[config.mk]
export PLATFORM = sky130hd
export DESIGN_NAME = vos_regs
export DESIGN_NICKNAME = d
export VERILOG_FILES = /design/src/hdl/vos_pkg.sv /design/src/hdl/vos_regs.sv /design/src/hdl/vos_sync_det.sv /design/src/hdl/vos_i2c_slave.sv
export SDC_FILE = /design/constraint.sdc
export NUM_CORES = 1
export LEC_CHECK = 0
export ABC_CLOCK_PERIOD_IN_PS = 3300
export BUFFER_PORTS_ARGS = -buffer_cell sky130_fd_sc_hd__clkbuf_2
export CORE_ASPECT_RATIO = 0.5
export CORE_UTILIZATION = 45
export DETAILED_ROUTE_END_ITERATION = 10
export PLACE_DENSITY = 0.72
export SLEW_MARGIN = 10
export SYNTH_ARGS = -nofsm -noshare
export SYNTH_HDL_FRONTEND = slang
export SYNTH_SLANG_ARGS = --single-unit
[constraint.sdc]
create_clock -name clk_sys -period 3.3 [get_ports clk_sys]
set_clock_uncertainty 0.15 [all_clocks]
set_input_delay 0.165 -clock clk_sys [delete_from_list [all_inputs] [get_ports clk_sys]]
set_output_delay 0.165 -clock clk_sys [all_outputs]
set_load 0.05 [all_outputs]
[src/hdl/vos_pkg.sv]
// shared constants of the video output and sync control register bank
// Behaviour
// - power-down select bit: clear gives manual control, set gives automatic control
// - manual power-down bit: zero runs normally, one powers the device down
// - fast switching keeps the core powered in power-down, only outputs float
// - a power bit floats the green sync output during power-down when set
// - output mode field: 100 is 4:4:4, 101 is 4:2:2, 110 is 4:4:4 DDR
// - primary output enable bit 4: one enables, zero floats; enabled by default
// - secondary output enable bit 3: one enables, zero floats; floats by default
// - two-bit drive strength low to high, all outputs except vertical sync output
// - clock invert bit 0 inverts every clock driven on the data clock pin
// - clock select: pixel, pixel shifted 90 degrees, twice pixel, internal 40 MHz
// - bit 5 floats every output except the green sync output; the field output has no enable here and stays driven
// - bit 4 floats the green sync output alone
// - field polarity bit: zero drives odd field high, one drives even field high
// - PLL sync filter enable picks filtered sync when set, raw sync when clear
// - sync processor input select picks regenerated sync when one, raw when zero
// - sync filter window register in 25 ns steps, default 0x0A
// - activity status reports eight inputs from bit 7 down to bit 0
// - polarity status reports six inputs, one meaning active high
// - polarity status bit 1 reads one when extraneous horizontal sync pulses appear
// - every control register is read and written over the two-wire serial interface; the two status registers are read only
package vos_pkg;
  localparam int CLK_PERIOD_NS  = 40;
  localparam int ACT_TIMEOUT_NS = 100000;
  localparam int EXTRA_GAP_NS   = 20000;
  localparam logic [11:0] ACT_TIMEOUT_CYC =
    12'((ACT_TIMEOUT_NS + CLK_PERIOD_NS - 1) / CLK_PERIOD_NS);
  localparam logic [11:0] EXTRA_GAP_CYC = 12'(EXTRA_GAP_NS / CLK_PERIOD_NS);
  // arbitrary bus address
  localparam logic [6:0] DEV_ADDR = 7'h4C;
  localparam logic [7:0] ADDR_POWER  = 8'h1E;
  localparam logic [7:0] ADDR_OSEL1  = 8'h1F;
  localparam logic [7:0] ADDR_OSEL2  = 8'h20;
  localparam logic [7:0] ADDR_RSV_A  = 8'h21;
  localparam logic [7:0] ADDR_RSV_B  = 8'h22;
  localparam logic [7:0] ADDR_WINDOW = 8'h23;
  localparam logic [7:0] ADDR_ACT    = 8'h24;
  localparam logic [7:0] ADDR_POL    = 8'h25;
  localparam logic [7:0] RST_POWER  = 8'h20;
  localparam logic [7:0] RST_OSEL1  = 8'h94;
  localparam logic [7:0] RST_OSEL2  = 8'h05;
  localparam logic [7:0] RST_RSV_A  = 8'h20;
  localparam logic [7:0] RST_RSV_B  = 8'h32;
  localparam logic [7:0] RST_WINDOW = 8'h0A;
  localparam int PWR_BW = 5;
  localparam int PWR_PD_SEL = 4;
  localparam int PWR_PD = 3;
  localparam int PWR_PIN_POL = 2;
  localparam int PWR_FAST = 1;
  localparam int PWR_SOG_Z = 0;
  localparam int O1_MODE_LSB = 5;
  localparam int O1_PRI_EN = 4;
  localparam int O1_SEC_EN = 3;
  localparam int O1_DRV_LSB = 1;
  localparam int O1_CLK_INV = 0;
  localparam int O2_CLK_LSB = 6;
  localparam int O2_ALL_Z = 5;
  localparam int O2_SOG_Z = 4;
  localparam int O2_FIELD_POL = 3;
  localparam int O2_PLL_FILT = 2;
  localparam int O2_PROC_REGEN = 1;
  localparam logic [1:0] PH_ADDR = 2'h0;
  localparam logic [1:0] PH_SUB  = 2'h1;
  localparam logic [1:0] PH_DATA = 2'h2;
  typedef enum logic [2:0] {MODE_444 = 3'h4, MODE_422 = 3'h5, MODE_DDR = 3'h6} vos_mode_t;
  typedef enum logic [1:0] {
    CLK_PIX = 2'h0, CLK_PIX90 = 2'h1, CLK_PIX2X = 2'h2, CLK_INT40 = 2'h3
  } vos_clksel_t;
  typedef enum logic [4:0] {
    I2C_IDLE = 5'h01, I2C_RX = 5'h02, I2C_ACK = 5'h04, I2C_TX = 5'h08, I2C_RACK = 5'h10
  } vos_i2c_st_t;
endpackage

[src/hdl/vos_regs.sv]
// video output and sync control register bank behind the two-wire serial port
module vos_regs
  import vos_pkg::*;
(
  // clock and reset
  input  wire logic       clk_sys,
  input  wire logic       rstn,
  // two-wire serial control
  input  wire logic       scl,
  input  wire logic       sda_in,
  output logic            sda_out,
  output logic            sda_oe,
  // monitored sync inputs
  input  wire logic       horizontal_sync_input_a,
  input  wire logic       horizontal_sync_input_b,
  input  wire logic       vertical_sync_input_a,
  input  wire logic       vertical_sync_input_b,
  input  wire logic       green_sync_input_a,
  input  wire logic       green_sync_input_b,
  input  wire logic       pll_hold_input,
  input  wire logic       clamp_input,
  // power-down pin and field status
  input  wire logic       pd_pin,
  input  wire logic       field_odd,
  // clock candidates for the data clock pin
  input  wire logic       pix_clk,
  input  wire logic       pix_clk_90,
  input  wire logic       pix_clk_2x,
  input  wire logic       clk_40m_int,
  // sync candidates
  input  wire logic       raw_sync,
  input  wire logic       filtered_sync,
  input  wire logic       regen_sync,
  // power and output control
  output logic            core_power_down,
  output logic            bandwidth_high,
  output logic [2:0]      out_mode,
  output logic [1:0]      drive_strength,
  output logic            primary_oe,
  output logic            secondary_oe,
  output logic            vertical_sync_output_oe,
  output logic            green_sync_output_oe,
  output logic            data_clock_output_pin,
  output logic            data_clock_oe,
  output logic            field_out,
  // sync routing
  output logic            pll_sync_src,
  output logic            proc_sync_src,
  output logic [7:0]      sync_window_width
);
  logic [7:0]  reg_addr, wr_data, rd_data;
  logic        wr_stb;
  logic [7:0]  pwr, osel1, osel2, rsv_a, rsv_b, win_w;
  logic [7:0]  next_pwr, next_osel1, next_osel2;
  logic [7:0]  next_rsv_a, next_rsv_b, next_win_w;
  logic [7:0]  sync_vec, det_act, det_pol, det_edge;
  logic [7:0]  act_status, pol_status;
  logic [11:0] gap, next_gap, xhold, next_xhold;
  logic        extra, next_extra;
  logic        pd_sel, pd_man, pin_pol, fast_sw, sog_z_pd;
  logic        pri_en, sec_en, clk_inv, all_z, sog_z;
  logic        field_pol, pll_filt, proc_regen;
  logic [2:0]  mode_fld;
  logic [1:0]  drv_fld, clk_sel;
  logic        pin_act, no_act, pd_req, outs_on, clk_mux;
  logic        next_core_pd, next_pri_oe, next_sec_oe, next_vs_oe;
  logic        next_sog_oe, next_dclk, next_dclk_oe, next_field;
  logic        next_pll_src, next_proc_src;
  logic [2:0]  next_mode;
  logic [1:0]  next_drv;

  function automatic logic hit(input logic [7:0] a, input logic [7:0] off);
    hit = (a == off);
  endfunction

  vos_i2c_slave u_serial (
    .clk_sys  (clk_sys),
    .rstn     (rstn),
    .scl      (scl),
    .sda_in   (sda_in),
    .sda_out  (sda_out),
    .sda_oe   (sda_oe),
    .reg_addr (reg_addr),
    .wr_stb   (wr_stb),
    .wr_data  (wr_data),
    .rd_data  (rd_data)
  );

  // bit order of the activity status
  assign sync_vec = {horizontal_sync_input_a, horizontal_sync_input_b,
                     vertical_sync_input_a, vertical_sync_input_b,
                     green_sync_input_a, green_sync_input_b,
                     pll_hold_input, clamp_input};

  for (genvar i = 0; i < 8; i++) begin : g_det
    vos_sync_det u_det (
      .clk_sys   (clk_sys),
      .rstn      (rstn),
      .sync_in   (sync_vec[i]),
      .active    (det_act[i]),
      .pol_high  (det_pol[i]),
      .lead_edge (det_edge[i])
    );
  end

  // live views, no storage behind them
  assign act_status = det_act;
  // green sync has no polarity slot
  assign pol_status = {det_pol[7:4], det_pol[1:0], extra, 1'b0};

  assign pd_sel     = pwr[PWR_PD_SEL];
  assign pd_man     = pwr[PWR_PD];
  assign pin_pol    = pwr[PWR_PIN_POL];
  assign fast_sw    = pwr[PWR_FAST];
  assign sog_z_pd   = pwr[PWR_SOG_Z];
  assign mode_fld   = osel1[O1_MODE_LSB +: 3];
  assign pri_en     = osel1[O1_PRI_EN];
  assign sec_en     = osel1[O1_SEC_EN];
  assign drv_fld    = osel1[O1_DRV_LSB +: 2];
  assign clk_inv    = osel1[O1_CLK_INV];
  assign clk_sel    = osel2[O2_CLK_LSB +: 2];
  assign all_z      = osel2[O2_ALL_Z];
  assign sog_z      = osel2[O2_SOG_Z];
  assign field_pol  = osel2[O2_FIELD_POL];
  assign pll_filt   = osel2[O2_PLL_FILT];
  assign proc_regen = osel2[O2_PROC_REGEN];

  assign bandwidth_high    = pwr[PWR_BW];
  assign sync_window_width = win_w;

  always_comb begin
    next_pwr = pwr;
    next_osel1 = osel1;
    next_osel2 = osel2;
    next_rsv_a = rsv_a;
    next_rsv_b = rsv_b;
    next_win_w = win_w;
    // status offsets decode to nothing here
    if (wr_stb) begin
      if (hit(reg_addr, ADDR_POWER)) next_pwr = wr_data;
      if (hit(reg_addr, ADDR_OSEL1)) next_osel1 = wr_data;
      if (hit(reg_addr, ADDR_OSEL2)) next_osel2 = wr_data;
      if (hit(reg_addr, ADDR_RSV_A)) next_rsv_a = wr_data;
      if (hit(reg_addr, ADDR_RSV_B)) next_rsv_b = wr_data;
      if (hit(reg_addr, ADDR_WINDOW)) next_win_w = wr_data;
    end
  end

  always_ff @(posedge clk_sys or negedge rstn) begin
    if (!rstn) begin
      pwr <= RST_POWER;
      osel1 <= RST_OSEL1;
      osel2 <= RST_OSEL2;
      rsv_a <= RST_RSV_A;
      rsv_b <= RST_RSV_B;
      win_w <= RST_WINDOW;
    end else begin
      pwr <= next_pwr;
      osel1 <= next_osel1;
      osel2 <= next_osel2;
      rsv_a <= next_rsv_a;
      rsv_b <= next_rsv_b;
      win_w <= next_win_w;
    end
  end

  always_comb begin
    unique case (reg_addr)
      ADDR_POWER:  rd_data = pwr;
      ADDR_OSEL1:  rd_data = osel1;
      ADDR_OSEL2:  rd_data = osel2;
      ADDR_RSV_A:  rd_data = rsv_a;
      ADDR_RSV_B:  rd_data = rsv_b;
      ADDR_WINDOW: rd_data = win_w;
      ADDR_ACT:    rd_data = act_status;
      ADDR_POL:    rd_data = pol_status;
      default:     rd_data = 8'h00;
    endcase
  end

  // short leading-edge spacing marks equalizing or stray pulses
  always_comb begin
    next_gap = gap;
    next_xhold = xhold;
    if (xhold != 12'h000) next_xhold = xhold - 12'h001;
    if (det_edge[7]) begin
      next_gap = 12'h000;
      if (gap < EXTRA_GAP_CYC) next_xhold = ACT_TIMEOUT_CYC;
    end else if (gap != EXTRA_GAP_CYC) begin
      next_gap = gap + 12'h001;
    end
    next_extra = next_xhold != 12'h000;
  end

  always_ff @(posedge clk_sys or negedge rstn) begin
    if (!rstn) begin
      gap <= EXTRA_GAP_CYC;
      xhold <= 12'h000;
      extra <= 1'b0;
    end else begin
      gap <= next_gap;
      xhold <= next_xhold;
      extra <= next_extra;
    end
  end

  // the pin request wins in either mode
  assign pin_act = !(pd_pin ^ pin_pol);
  assign no_act  = !(|det_act[7:2]);
  assign pd_req  = pin_act || (pd_sel ? no_act : pd_man);
  assign outs_on = !pd_req && !all_z;

  always_comb begin
    unique case (vos_clksel_t'(clk_sel))
      CLK_PIX:   clk_mux = pix_clk;
      CLK_PIX90: clk_mux = pix_clk_90;
      CLK_PIX2X: clk_mux = pix_clk_2x;
      CLK_INT40: clk_mux = clk_40m_int;
    endcase
  end

  always_comb begin
    // fast switching trades standby power for an instant wake
    next_core_pd = pd_req && !fast_sw;
    next_pri_oe = outs_on && pri_en;
    next_sec_oe = outs_on && sec_en;
    next_vs_oe = outs_on;
    next_dclk_oe = outs_on;
    next_sog_oe = !sog_z && !(pd_req && sog_z_pd);
    next_dclk = clk_mux ^ clk_inv;
    next_field = field_odd ^ field_pol;
    next_pll_src = pll_filt ? filtered_sync : raw_sync;
    next_proc_src = proc_regen ? regen_sync : raw_sync;
    next_mode = mode_fld;
    next_drv = drv_fld;
  end

  always_ff @(posedge clk_sys or negedge rstn) begin
    if (!rstn) begin
      core_power_down <= 1'b0;
      primary_oe <= 1'b0;
      secondary_oe <= 1'b0;
      vertical_sync_output_oe <= 1'b0;
      data_clock_oe <= 1'b0;
      green_sync_output_oe <= 1'b0;
      data_clock_output_pin <= 1'b0;
      field_out <= 1'b0;
      pll_sync_src <= 1'b0;
      proc_sync_src <= 1'b0;
      out_mode <= 3'h0;
      drive_strength <= 2'h0;
    end else begin
      core_power_down <= next_core_pd;
      primary_oe <= next_pri_oe;
      secondary_oe <= next_sec_oe;
      vertical_sync_output_oe <= next_vs_oe;
      data_clock_oe <= next_dclk_oe;
      green_sync_output_oe <= next_sog_oe;
      data_clock_output_pin <= next_dclk;
      field_out <= next_field;
      pll_sync_src <= next_pll_src;
      proc_sync_src <= next_proc_src;
      out_mode <= next_mode;
      drive_strength <= next_drv;
    end
  end
endmodule

[src/hdl/vos_sync_det.sv]
// activity and polarity detector for one sync input
module vos_sync_det
  import vos_pkg::*;
(
  // clock and reset
  input  wire logic clk_sys,
  input  wire logic rstn,
  // sync input and results
  input  wire logic sync_in,
  output logic      active,
  output logic      pol_high,
  output logic      lead_edge
);
  logic        prev;
  logic [11:0] idle_cnt, next_idle_cnt;
  logic [9:0]  bal, next_bal;
  logic        next_active, next_pol, next_edge;

  // pulses are the rarer level; pulses wider than ~500 cycles can flip the verdict
  always_comb begin
    next_idle_cnt = idle_cnt;
    next_bal = bal;
    if (sync_in != prev) next_idle_cnt = ACT_TIMEOUT_CYC;
    else if (idle_cnt != 12'h000) next_idle_cnt = idle_cnt - 12'h001;
    if (sync_in && bal != 10'h3FF) next_bal = bal + 10'h001;
    else if (!sync_in && bal != 10'h000) next_bal = bal - 10'h001;
    next_active = next_idle_cnt != 12'h000;
    next_pol = !next_bal[9];
    next_edge = (sync_in != prev) && (sync_in == pol_high);
  end

  always_ff @(posedge clk_sys or negedge rstn) begin
    if (!rstn) begin
      prev <= 1'b0;
      idle_cnt <= 12'h000;
      bal <= 10'h200;
      active <= 1'b0;
      pol_high <= 1'b0;
      lead_edge <= 1'b0;
    end else begin
      prev <= sync_in;
      idle_cnt <= next_idle_cnt;
      bal <= next_bal;
      active <= next_active;
      pol_high <= next_pol;
      lead_edge <= next_edge;
    end
  end
endmodule

[src/hdl/vos_i2c_slave.sv]
// two-wire serial slave with sub-address pointer and auto-increment
module vos_i2c_slave
  import vos_pkg::*;
(
  // clock and reset
  input  wire logic       clk_sys,
  input  wire logic       rstn,
  // serial pins
  input  wire logic       scl,
  input  wire logic       sda_in,
  output logic            sda_out,
  output logic            sda_oe,
  // register access
  output logic [7:0]      reg_addr,
  output logic            wr_stb,
  output logic [7:0]      wr_data,
  input  wire logic [7:0] rd_data
);
  vos_i2c_st_t st, next_st;
  logic       scl_d, sda_d, rd_mode, nack, rise, fall;
  logic       next_rd_mode, next_nack, next_oe, next_wr_stb;
  logic [3:0] cnt, next_cnt;
  logic [1:0] phase, next_phase;
  logic [7:0] sh, next_sh, next_ptr, next_wr_data;

  // open drain: only the enable moves
  assign sda_out = 1'b0;
  assign rise = scl && !scl_d;
  assign fall = !scl && scl_d;

  always_comb begin
    next_st = st;
    next_cnt = cnt;
    next_phase = phase;
    next_sh = sh;
    next_rd_mode = rd_mode;
    next_nack = nack;
    next_wr_stb = 1'b0;
    next_wr_data = wr_data;
    next_ptr = reg_addr;
    // pointer moves after the strobe so the write lands at the old address
    if (wr_stb) next_ptr = reg_addr + 8'h01;
    if (scl && scl_d && sda_d && !sda_in) begin
      next_st = I2C_RX;
      next_cnt = 4'h0;
      next_phase = PH_ADDR;
    end else if (scl && scl_d && !sda_d && sda_in) begin
      next_st = I2C_IDLE;
    end else begin
      unique case (st)
        I2C_IDLE: begin
        end
        I2C_RX: begin
          if (rise) begin
            next_sh = {sh[6:0], sda_in};
            next_cnt = cnt + 4'h1;
          end else if (fall && cnt == 4'h8) begin
            next_cnt = 4'h0;
            next_st = I2C_ACK;
            if (phase == PH_ADDR) begin
              next_rd_mode = sh[0];
              next_phase = PH_SUB;
              if (sh[7:1] != DEV_ADDR) next_st = I2C_IDLE;
            end else if (phase == PH_SUB) begin
              next_ptr = sh;
              next_phase = PH_DATA;
            end else begin
              next_wr_stb = 1'b1;
              next_wr_data = sh;
            end
          end
        end
        I2C_ACK: begin
          if (fall) begin
            next_cnt = 4'h0;
            next_st = rd_mode ? I2C_TX : I2C_RX;
            if (rd_mode) begin
              next_sh = rd_data;
              next_ptr = reg_addr + 8'h01;
            end
          end
        end
        I2C_TX: begin
          if (fall) begin
            next_sh = {sh[6:0], 1'b1};
            next_cnt = cnt + 4'h1;
            if (cnt == 4'h7) next_st = I2C_RACK;
          end
        end
        I2C_RACK: begin
          if (rise) next_nack = sda_in;
          if (fall) begin
            next_st = nack ? I2C_IDLE : I2C_TX;
            next_cnt = 4'h0;
            if (!nack) begin
              next_sh = rd_data;
              next_ptr = reg_addr + 8'h01;
            end
          end
        end
      endcase
    end
    next_oe = (next_st == I2C_ACK) || (next_st == I2C_TX && !next_sh[7]);
  end

  always_ff @(posedge clk_sys or negedge rstn) begin
    if (!rstn) begin
      st <= I2C_IDLE;
      {scl_d, sda_d} <= 2'h3;
      cnt <= 4'h0;
      phase <= PH_ADDR;
      sh <= 8'h00;
      {rd_mode, nack, sda_oe, wr_stb} <= 4'h0;
      wr_data <= 8'h00;
      reg_addr <= 8'h00;
    end else begin
      st <= next_st;
      {scl_d, sda_d} <= {scl, sda_in};
      cnt <= next_cnt;
      phase <= next_phase;
      sh <= next_sh;
      {rd_mode, nack, sda_oe, wr_stb} <= {next_rd_mode, next_nack, next_oe, next_wr_stb};
      wr_data <= next_wr_data;
      reg_addr <= next_ptr;
    end
  end
endmodule

=== Word level (Yosys, flattened, before mapping) ===
Cells that the tools add are included.

* Order comparisons: 1
* Muxes and demuxes: 93
* Reductions and logical operators: 106
* Add/subtract/negate cells: 24
* Bitwise gates (word level): 8
* Eq/ne operators: 48

{| class="wikitable"
|+ Operator list
! operator !! number
|-
| two-way mux 12 bit || 21
|-
| nonzero test 12 bit || 18
|-
| two-way mux 8 bit || 19
|-
| two-way mux 10 bit || 12
|-
| subtractor 12 x 1 -> 12 bit (second input constant) || 9
|-
| one-hot mux 8 bit (8 select lines) || 1
|-
| adder 10 x 1 -> 10 bit (second input constant) || 6
|-
| != test 10 bit (second input constant) || 6
|-
| nonzero test 10 bit || 6
|-
| subtractor 10 x 1 -> 10 bit (second input constant) || 6
|-
| == test 8 x 6 -> 1 bit (second input constant) || 6
|-
| two-way mux 5 bit || 9
|-
| two-way mux 4 bit || 8
|-
| one-hot mux 8 bit (4 select lines) || 1
|-
| logical AND 1 bit || 28
|-
| logical NOT 1 bit || 24
|-
| one-hot mux 8 bit (3 select lines) || 1
|-
| one-hot mux 5 bit (4 select lines) || 1
|-
| nonzero test 2 bit || 9
|-
| == test 8 x 5 -> 1 bit (second input constant) || 2
|-
| two-way mux 2 bit || 7
|-
| adder 12 x 1 -> 12 bit (second input constant) || 1
|-
| < comparator 12 x 9 -> 1 bit (second input constant) || 1
|-
| != test 12 x 9 -> 1 bit (second input constant) || 1
|-
| 35 further kinds || 77
|}

* Input port bits: 21
* Bits in registers: 307
* Output and inout port bits: 26

=== Longest topological paths before layout ===
Gate-level depths: netlist of the first run.

* Depth in word-level cells: 11
* Gate-level depth with buffers: 9

=== Hierarchy ===
Synthesis of the first run repeated with hierarchy kept, for this count alone.

* Cells, all modules: 1927
* Area, all modules: 19341.0 sq um

{| class="wikitable"
|+ By module, submodules not included
! module !! instances !! area an instance (sq um) !! cells an instance
|-
| vos_sync_det (g_det[0].u_det ...) || 5 || 1572.8 || 159
|-
| vos_regs || 1 || 4326.6 || 370
|-
| vos_sync_det (g_det[5].u_det ...) || 2 || 1630.3 || 179
|-
| vos_i2c_slave || 1 || 2334.7 || 238
|-
| vos_sync_det (g_det[7].u_det) || 1 || 1555.2 || 166
|}

=== Least setup slack after synthesis of the first run ===
No wires, ideal clock.

* Path type: register to register
* From: register g_det[3].u_det.idle_cnt[0]
* To: register g_det[3].u_det.active
* Path slack: 0.561 ns
* Required time: 3.012 ns
* Clock period less this slack: 2.739 ns
* Buffers on the path: 0
* Arrival: 2.451 ns
* Stages on the path, launching flop included: 9
* Setup time: 0.138 ns
* Cell sequence: dfrtp_1 > inv_1 > ha_1 > nor3b_1 > nand2_1 > a211o_1 > a32oi_1 > or4b_1 > or4_1

* Cells in the longest elaborated chain, start to end: 4
* Elaborated cells on any way between the ends: 5
* Classes of those cells: add/sub (1); mux (2); reduce/logical (2)

{| class="wikitable"
|+ Ends and longest elaborated chain
! item !! RTL line !! RTL
|-
| start, declared || vos_sync_det.sv:15 || <nowiki>logic [11:0] idle_cnt, next_idle_cnt;</nowiki>
|-
| start signal, assigned || vos_sync_det.sv:42 || <nowiki>idle_cnt <= next_idle_cnt;</nowiki>
|-
| subtractor 12 x 1 -> 12 bit or nonzero test 12 bit (tied branches) || vos_sync_det.sv:24 || <nowiki>else if (idle_cnt != 12'h000) next_idle_cnt = idle_cnt - 12'h001;</nowiki>
|-
| two-way mux 12 bit * || vos_sync_det.sv:24 ||
|-
| two-way mux 12 bit * || vos_sync_det.sv:23 || <nowiki>if (sync_in != prev) next_idle_cnt = ACT_TIMEOUT_CYC;</nowiki>
|-
| nonzero test 12 bit * || vos_sync_det.sv:27 || <nowiki>next_active = next_idle_cnt != 12'h000;</nowiki>
|-
| via g_det[3].u_det.next_active || vos_sync_det.sv:17 || <nowiki>logic next_active, next_pol, next_edge;</nowiki>
|-
| end signal, assigned || vos_sync_det.sv:44 || <nowiki>active <= next_active;</nowiki>
|-
| end, declared || vos_sync_det.sv:10 || <nowiki>output logic active,</nowiki>
|}

The timed path passes the listed nets; every way through them passes the cells marked *.
A chain may end at the register's enable or synchronous reset.

=== Worst setup path after layout of the first run ===
Same ends and word-level chain as after synthesis.

==> results of run 1 <==
[placed cells by master, fill, tap and decap left out, types with 38 or more instances in the layout]
cell	n
sky130_fd_sc_hd__ha_1	38
sky130_fd_sc_hd__dfrtp_1	280
sky130_fd_sc_hd__xor2_1	47
sky130_fd_sc_hd__xnor2_1	62
sky130_fd_sc_hd__nor3_1	66
sky130_fd_sc_hd__a21oi_1	77
sky130_fd_sc_hd__inv_1	61
sky130_fd_sc_hd__nor2_1	159
sky130_fd_sc_hd__nand3_1	59
sky130_fd_sc_hd__mux2_2	72
sky130_fd_sc_hd__clkbuf_2	44
sky130_fd_sc_hd__o21ai_0	67
sky130_fd_sc_hd__nand2_1	133
[cell families (layout without fill, tap and decap cells)]
logic type	after synthesis	count (layout)	synth area share, %
AOI/OAI and AO/OA	370	370	15.01
buffers and inverters	124	201	2.973
other	1	1	0.02228
DFF	307	307	45.84
muxes	94	94	6.199
xor gates and xnor gates	109	109	5.671
adders and majority gates	38	38	2.824
and+or+nand+nor	675	675	21.46
[worst max-delay path, delay by kind of cell, from the launching register on]
kind,cells,cell delay [ns]
adders and majority gates,1,0.21
AOI/OAI and AO/OA,2,0.48
and+or+nand+nor,4,1.51
buffers and inverters,1,0.10
DFF,1,0.42
[area by class of cell]
class | instances | area (µm²)
Fill cell | 3223 | 17580
Multi-Input combinational cell | 1287 | 8617
Sequential cell | 307 | 7716
Clock buffer | 38 | 830.8
Timing Repair Buffer | 86 | 615.6
Tap cell | 484 | 605.6
Inverter | 61 | 229.0
Clock inverter | 16 | 158.9
[per-layer routing]
| metal | vias to the layer above | part of all wire, % | GRT usage, % |
|---|---|---|---|
| met5 | - | 0 | 0 |
| met4 | 0 | 2.4 | 5.292 |
| met3 | 65 | 4.1 | 2.701 |
| met2 | 306 | 46 | 30.51 |
| met1 | 6501 | 48 | 27.74 |
| li1 | 6476 | - | - |
[power by group through the flow]
stage	Clock [mW]	Sequential [mW]	Combinational, mW
global route	3.70	5.57	3.20
CTS	3.56	5.41	2.83
detailed placement	0	5.47	2.80
floorplan	0	5.06	2.48
finish	3.46	5.43	2.82
global placement	0	5.46	2.72
[sequential cells by signal (all words and copies together) (netlist names), 2 cells and up]
| signal | cells |
|---|---|
| xhold | 12 |
| out_mode | 3 |
| sync_window_width | 8 |
| osel1 | 8 |
| u_serial.st | 5 |
| g_det.u_det.pol_high | 6 |
| pwr | 8 |
| drive_strength | 2 |
| rsv_b | 8 |
| u_serial.reg_addr | 8 |
| osel2 | 8 |
| g_det.u_det.bal | 60 |
| g_det.u_det.idle_cnt | 96 |
| u_serial.phase | 2 |
| gap | 12 |
| g_det.u_det.active | 8 |
| u_serial.sh | 8 |
| rsv_a | 8 |
| g_det.u_det.prev | 8 |
| u_serial.cnt | 4 |
| u_serial.wr_data | 8 |
[how the worst min path moves through the flow]
stage | end | start | cells past startpoint | slack (ns)
floorplan | core_power_down$_DFF_PN0_ | rstn | 0 | -0.28
global placement | g_det[6].u_det.bal[0]$_DFFE_PN0P_ | rstn | 1 | 0.02
detailed placement | g_det[6].u_det.bal[0]$_DFFE_PN0P_ | rstn | 1 | 0.02
CTS | xhold[11]$_DFF_PN0_ | rstn | 2 | 0.0006
global route | g_det[6].u_det.bal[0]$_DFFE_PN0P_ | rstn | 2 | 0.06
finish | g_det[6].u_det.bal[2]$_DFFE_PN0P_ | rstn | 2 | 0.002
[through the flow]
| step | cells | hold slack [ns] | util, % | cell area, µm² | setup WS, ns |
|---|---|---|---|---|---|
| 3_3_place_gp | 2206 | 0.02323 | 48.39 | 17590 | 0.4200 |
| 5_1_grt | 2279 | 0.05723 | 51.64 | 18770 | 0.1605 |
| 3_5_place_dp | 2206 | 0.02079 | 48.39 | 17590 | 0.3390 |
| 4_1_cts | 2279 | 0.0005804 | 51.64 | 18770 | 0.3235 |
| 2_1_floorplan | 1718 | -0.2806 | - | 16830 | 0.5609 |
| 6_report | 2279 | 0.001970 | 51.64 | 18770 | 0.2954 |
[what timing repair did]
| item | CTS | global route |
|---|---|---|
| buffers inserted | 0 | 0 |
| hold buffers | 19 | 0 |
| endpoints found under the hold margin | 315 | 0 |
==> qor.tcl, run 1 <==
set qor(rr_worst_depth) 8
set qor(power.share.sequential_pct) 46.4
set qor(initial_antenna_violation_count) 0
set qor(fp.dieArea_mm2) 0.03823
set qor(globalRoute.totalOverflow) 0
set qor(place.detailed.hpwl_mm) 25.46
set qor(arrival_ns) 3.29
set qor(cts.sinks) 307
set qor(maximum_number_of_pins_on_one_net_before_global_route_repair) 75
set qor(drive_above_1_share_pct) 14.26
set qor(cap_viol_max_count) 0
set qor(ys_top_cells_by_area) {sky130_fd_sc_hd__dfrtp_1 (42%), sky130_fd_sc_hd__mux2_2 (4.8%), sky130_fd_sc_hd__dfstp_2 (4.2%)}
set qor(post-route-period-util_pct) 91.05
set qor(clkTransAtPathRegs_ns) 0.06
set qor(worstPathRequired_ns) 3.58
set qor(vias) 13350
set qor(critical_path.slowest_cell) {sky130_fd_sc_hd__nor3b_1}
set qor(sequential_area_share_after_synthesis_pct) 45.84
set qor(synthesis.instances) 1718
set qor(post_cts_resize_count) 0
set qor(setup_violations) 0
set qor(postRouteAntennaNets) 0
set qor(std_cell_rows) 49
set qor(diodes) 0
set qor(post-synth-top-count-cell) {sky130_fd_sc_hd__dfrtp_1}
set qor(switching_share_pct) 34.73
set qor(slew_violations) 0
set qor(via_per_inst) 5.857
set qor(cts_made_buffers) 30
set qor(synth_ff_type) {sky130_fd_sc_hd__dfrtp_1}
set qor(die_height_um) 138.8
set qor(drt-total-wl_mm) 36.23
set qor(fin_tns_setup_ns) 0
set qor(cts_max_path_buffers) 3
set qor(synth.top_cell.area_share_pct) 41.62
set qor(synth.cells.most_frequent) {sky130_fd_sc_hd__dfrtp_1 (280), sky130_fd_sc_hd__nor2_1 (159), sky130_fd_sc_hd__nand2_1 (133)}
set qor(startpoint_type) {flip-flop}
set qor(grt_setup_unrepaired) {no}
set qor(synth_edf_count) 0
set qor(timing.fmax_mhz) 332.8
set qor(final_nets) 1832
set qor(globalplace.congestion) 0.9199
set qor(detail_route.first_pass.iterations) 6
set qor(synth.yosys.warnings) 0
set qor(hold_class) {input pin to asynchronous set/reset pin}
set qor(first_iter_violations) 1024
set qor(cell_area_synth_mm2) 0.01683
set qor(power.switching_mw) 4.067
set qor(core_region_area_mm2) 0.03636
set qor(worstSetupStartpoint) {g_det[3].u_det.idle_cnt[0]$_DFF_PN0_}
set qor(clock_tree_from_tritoncts) {built}
set qor(min_period_ns) 3.005
set qor(share_comb_of_total_power_pct) 24.1
set qor(port_buffers) 45
set qor(i_o_pin_count) 47
set qor(htreeDepth) 1
set qor(power_density_mw_per_mm2) 623.9
set qor(maxSlewHeadroom_pct) 47.42
set qor(clock_latency_ns) 0.59
set qor(worstMarginPinSlew_ns) 0.7860
set qor(grt_util_all_layers_pct) 19.31
set qor(timing_worst_setup_path_type) {flip-flop to flip-flop}
set qor(yosys.cell_types.count) 91
set qor(die_w_um) 275.5
set qor(regToRegSetupSlack_ns) 0.30
set qor(layout-area-overhead-vs-synth_pct) 11.52
set qor(status) {complete, no violations}
set qor(remaining_drc_errors) 0
set qor(critical_path.cell_chain) {inv_1, ha_1, nor3b_1, nand2_1, a211o_1, a32oi_1, or4b_1, or4_1}
set qor(worstReg2RegEnd) {g_det[3].u_det.active$_DFF_PN0_}
set qor(clock_group_share_of_total_power_pct) 29.6
set qor(clockRootBuffer) {sky130_fd_sc_hd__clkbuf_16}
set qor(r2r_start) {g_det[3].u_det.idle_cnt[0]$_DFF_PN0_}
set qor(synth_seq_cells) 307
set qor(finalHoldViolCount) 0
set qor(syn-num-nets) 1777
set qor(power_leakage_nw) 7.589
set qor(max-vdd-ir-drop_v) 0.0003531
set qor(synthesis.area_per_instance_um2) 9.798
set qor(cell_type_with_the_largest_total_area_after_synthesis) {sky130_fd_sc_hd__dfrtp_1}
set qor(setup.worst_path.end_class) {flip-flop}
set qor(floorplan.initialDensity_pct) 46.30
set qor(postSynth.asyncResetShare_pct) 100.0
set qor(cpPeakStageDelay_ns) 0.49
set qor(timing.critical_path.fanout_max) 5
set qor(internal_power_mw) 7.645
set qor(power_mw) 11.71
set qor(grt_pass1_wl_mm) 62.42
set qor(endpoint) {g_det[3].u_det.active$_DFF_PN0_}
set qor(avgRoutedWirePerCell_um) 15.90
set qor(first_global_vias) 12650
Note: power is estimated with default switching activity, not from simulation.
==> inputs of run 2 (changes only) <==
--- a/config.mk
+++ b/config.mk
@@ -5,7 +5,7 @@
 export SDC_FILE = /design/constraint.sdc
 export NUM_CORES = 1
 export LEC_CHECK = 0
-export ABC_CLOCK_PERIOD_IN_PS = 3300
+export ABC_CLOCK_PERIOD_IN_PS = 3900
 export BUFFER_PORTS_ARGS = -buffer_cell sky130_fd_sc_hd__clkbuf_2
 export CORE_ASPECT_RATIO = 0.5
 export CORE_UTILIZATION = 45
==> constraint.sdc (replaced) <==
create_clock -name clk_sys -period 3.9 [get_ports clk_sys]
set_clock_uncertainty 0.15 [all_clocks]
set_input_delay 0.195 -clock clk_sys [delete_from_list [all_inputs] [get_ports clk_sys]]
set_output_delay 0.195 -clock clk_sys [all_outputs]
set_load 0.05 [all_outputs]
==> qor.tcl, run 2 (synthesized netlist as in run 1, its figures left out) <==
set qor(timing_worst_setup_path_type) {flip-flop to flip-flop} ;# unchanged
set qor(postRouteAntennaNets) 0 ;# unchanged
set qor(first_global_vias) 12460 ;# was 12650
set qor(clock_group_share_of_total_power_pct) 30.7 ;# was 29.6%
set qor(max_flop_register) {g_det.u_det.idle_cnt} ;# unchanged
set qor(worstMarginPinSlew_ns) 0.8997 ;# was 0.7860 ns
set qor(status) {complete, no violations} ;# unchanged
set qor(hold_class) {input pin to asynchronous set/reset pin} ;# unchanged
set qor(via_per_inst) 5.840 ;# was 5.857
set qor(global_route.peak_usage_layer) {met2} ;# unchanged
set qor(min_period_ns) 3.067 ;# was 3.005 ns
set qor(grtUsageMet2_pct) 31.08 ;# was 30.51%
set qor(power.switching_mw) 3.449 ;# was 4.067 mW
set qor(grt_setup_unrepaired) {no} ;# unchanged
set qor(drive_above_1_share_pct) 13.77 ;# was 14.26%
set qor(largest_reg_flops) 96 ;# unchanged
set qor(worstSetupStartpoint) {g_det[2].u_det.idle_cnt[0]$_DFF_PN0_} ;# was g_det[3].u_det.idle_cnt[0]$_DFF_PN0_
set qor(met1_routing_resource_usage_after_global_routing_pct) 27.78 ;# was 27.74%
set qor(globalRouteMet3Util_pct) 2.666 ;# was 2.701%
set qor(core_region_area_mm2) 0.03636 ;# unchanged
set qor(r2r_start) {g_det[2].u_det.idle_cnt[0]$_DFF_PN0_} ;# was g_det[3].u_det.idle_cnt[0]$_DFF_PN0_
set qor(maxSlewHeadroom_pct) 39.52 ;# was 47.42%
set qor(drt-total-wl_mm) 36.88 ;# was 36.23 mm
set qor(power_leakage_nw) 7.563 ;# was 7.589 nW
set qor(cts.sinks) 307 ;# unchanged
set qor(cts_made_buffers) 30 ;# unchanged
set qor(globalplace.congestion) 0.9180 ;# was 0.9199
set qor(first_iter_violations) 1089 ;# was 1024
set qor(setup_violations) 0 ;# unchanged
set qor(switching_share_pct) 34.29 ;# was 34.73%
set qor(maximum_number_of_pins_on_one_net_before_global_route_repair) 116 ;# was 75
set qor(setup.worst_path.end_class) {flip-flop} ;# unchanged
set qor(timing.critical_path.fanout_max) 12 ;# was 5
set qor(std_cell_rows) 49 ;# unchanged
set qor(critical_path.slowest_cell) {sky130_fd_sc_hd__nor4_2} ;# was sky130_fd_sc_hd__nor3b_1
set qor(floorplan.initialDensity_pct) 46.30 ;# unchanged
set qor(startpoint_type) {flip-flop} ;# unchanged
set qor(grt_pass1_wl_mm) 62.32 ;# was 62.42 mm
set qor(clkTransAtPathRegs_ns) 0.06 ;# about the same
set qor(fp.dieArea_mm2) 0.03823 ;# unchanged
set qor(remaining_drc_errors) 0 ;# unchanged
set qor(cts_max_path_buffers) 3 ;# unchanged
set qor(slew_violations) 0 ;# unchanged
set qor(commonest_cells_after_routing_fill_and_taps_aside) {sky130_fd_sc_hd__dfrtp_1 (280), sky130_fd_sc_hd__nor2_1 (159), sky130_fd_sc_hd__nand2_1 (133), sky130_fd_sc_hd__a21oi_1 (77), sky130_fd_sc_hd__mux2_2 (72)} ;# unchanged
set qor(share_comb_of_total_power_pct) 23.5 ;# was 24.1%
set qor(power.share.sequential_pct) 45.8 ;# was 46.4%
set qor(diodes) 0 ;# unchanged
set qor(power_mw) 10.06 ;# was 11.71 mW
set qor(htreeDepth) 1 ;# unchanged
set qor(arrival_ns) 3.34 ;# was 3.29 ns
set qor(i_o_pin_count) 47 ;# unchanged
set qor(cpPeakStageDelay_ns) 0.70 ;# was 0.49 ns
set qor(globalRoute.totalOverflow) 0 ;# unchanged
set qor(cap_viol_max_count) 0 ;# unchanged
set qor(die_w_um) 275.5 ;# unchanged
set qor(avgRoutedWirePerCell_um) 16.24 ;# was 15.90 µm
set qor(post-route-period-util_pct) 78.64 ;# was 91.05%
set qor(clock_latency_ns) 0.57 ;# was 0.59 ns
set qor(leading_cell_type_in_the_layout_fill_and_taps_excluded) {sky130_fd_sc_hd__dfrtp_1} ;# unchanged
set qor(initial_antenna_violation_count) 0 ;# unchanged
set qor(critical_path.cell_chain) {inv_1, ha_1, or4b_2, nor4_2, o21ai_0, a2111oi_0, nand4b_1} ;# was inv_1, ha_1, nor3b_1, nand2_1, a211o_1, a32oi_1, or4b_1, or4_1
set qor(finalHoldViolCount) 0 ;# unchanged
set qor(timing.fmax_mhz) 326.1 ;# was 332.8 MHz
set qor(fin_tns_setup_ns) 0 ;# unchanged
set qor(port_buffers) 45 ;# unchanged
set qor(detail_route.first_pass.iterations) 6 ;# unchanged
set qor(max-vdd-ir-drop_v) 0.0002533 ;# was 0.0003531 V
set qor(layout-area-overhead-vs-synth_pct) 11.48 ;# was 11.52%
set qor(clockRootBuffer) {sky130_fd_sc_hd__clkbuf_16} ;# unchanged
set qor(grt_util_all_layers_pct) 19.33 ;# was 19.31%
set qor(top_regs) {g_det.u_det.idle_cnt x96, g_det.u_det.bal x60} ;# unchanged
set qor(die_height_um) 138.8 ;# unchanged
set qor(final_nets) 1822 ;# was 1832
set qor(clock_tree_from_tritoncts) {built} ;# unchanged
set qor(internal_power_mw) 6.610 ;# was 7.645 mW
set qor(vias) 13260 ;# was 13350
set qor(path_delay_family) {simple AND/OR/NAND/NOR gates} ;# unchanged
set qor(place.detailed.hpwl_mm) 25.20 ;# was 25.46 mm
set qor(power_density_mw_per_mm2) 536.1 ;# was 623.9 mW/mm²
set qor(regToRegSetupSlack_ns) 0.83 ;# was 0.30 ns
set qor(timing.critical_path.buf_inv) 1 ;# unchanged
set qor(worstPathRequired_ns) 4.17 ;# was 3.58 ns
run 2: metrics by stage:
stage	hold slack (ns)	util [%]	instance area, µm²	setup slack [ns]	std cells
detailed placement	0.1885	48.18	17520	0.8918	2196
CTS	0.1616	51.62	18770	0.8659	2271
global placement	0.1754	48.18	17520	0.9011	2196
finish	0.1384	51.62	18770	0.8331	2271
global route	0.1884	51.62	18770	0.5214	2271
floorplan	-0.2506	-	16830	1.161	1718
run 2: cell type report:
type                    instances  area (µm²)
clock buffers                  39       835.8
fillers                      3228       17590
repair buffers                 76       540.5
multi-input cells            1287        8617
clock inverters                17       221.5
inverters                      61       229.0
well taps                     484       605.6
flip-flops and latches        307        7716
run 2: timing repair:
action                     CTS  global route
hold buffers                19             0
gates resized for setup      0             0
hold endpoints to repair   148             0
setup buffers                0             0
setup endpoints to repair    0             0
run 2: path summary, 6_finish.rpt:
check	to	depth (start not counted)
setup / recovery	g_det[2].u_det.active$_DFF_PN0_	7
hold / removal	g_det[6].u_det.bal[1]$_DFFE_PN0P_	2
setup reg to reg	g_det[2].u_det.active$_DFF_PN0_	7
hold reg to reg	drive_strength[1]$_DFF_PN0_	0
max in group asynchronous	g_det[7].u_det.bal[9]$_DFF_PN1_	3
min in group clk_sys	g_det[3].u_det.prev$_DFF_PN0_	2
run 2: power groups by stage:
| stage | sequential [mW] | clock [mW] | combinational [mW] |
|---|---|---|---|
| floorplan | 4.28 | 0 | 2.10 |
| global placement | 4.63 | 0 | 2.28 |
| detailed placement | 4.64 | 0 | 2.34 |
| CTS | 4.59 | 3.16 | 2.36 |
| global route | 4.73 | 3.29 | 2.68 |
| finish | 4.61 | 3.09 | 2.36 |
run 2: layer usage:
layer / share of wire [%] / vias to the layer above
met1: 48 / 6476
met3: 4.2 / 51
met2: 47 / 294
li1: - / 6441
met4: 1.6 / 0
met5: 0 / -
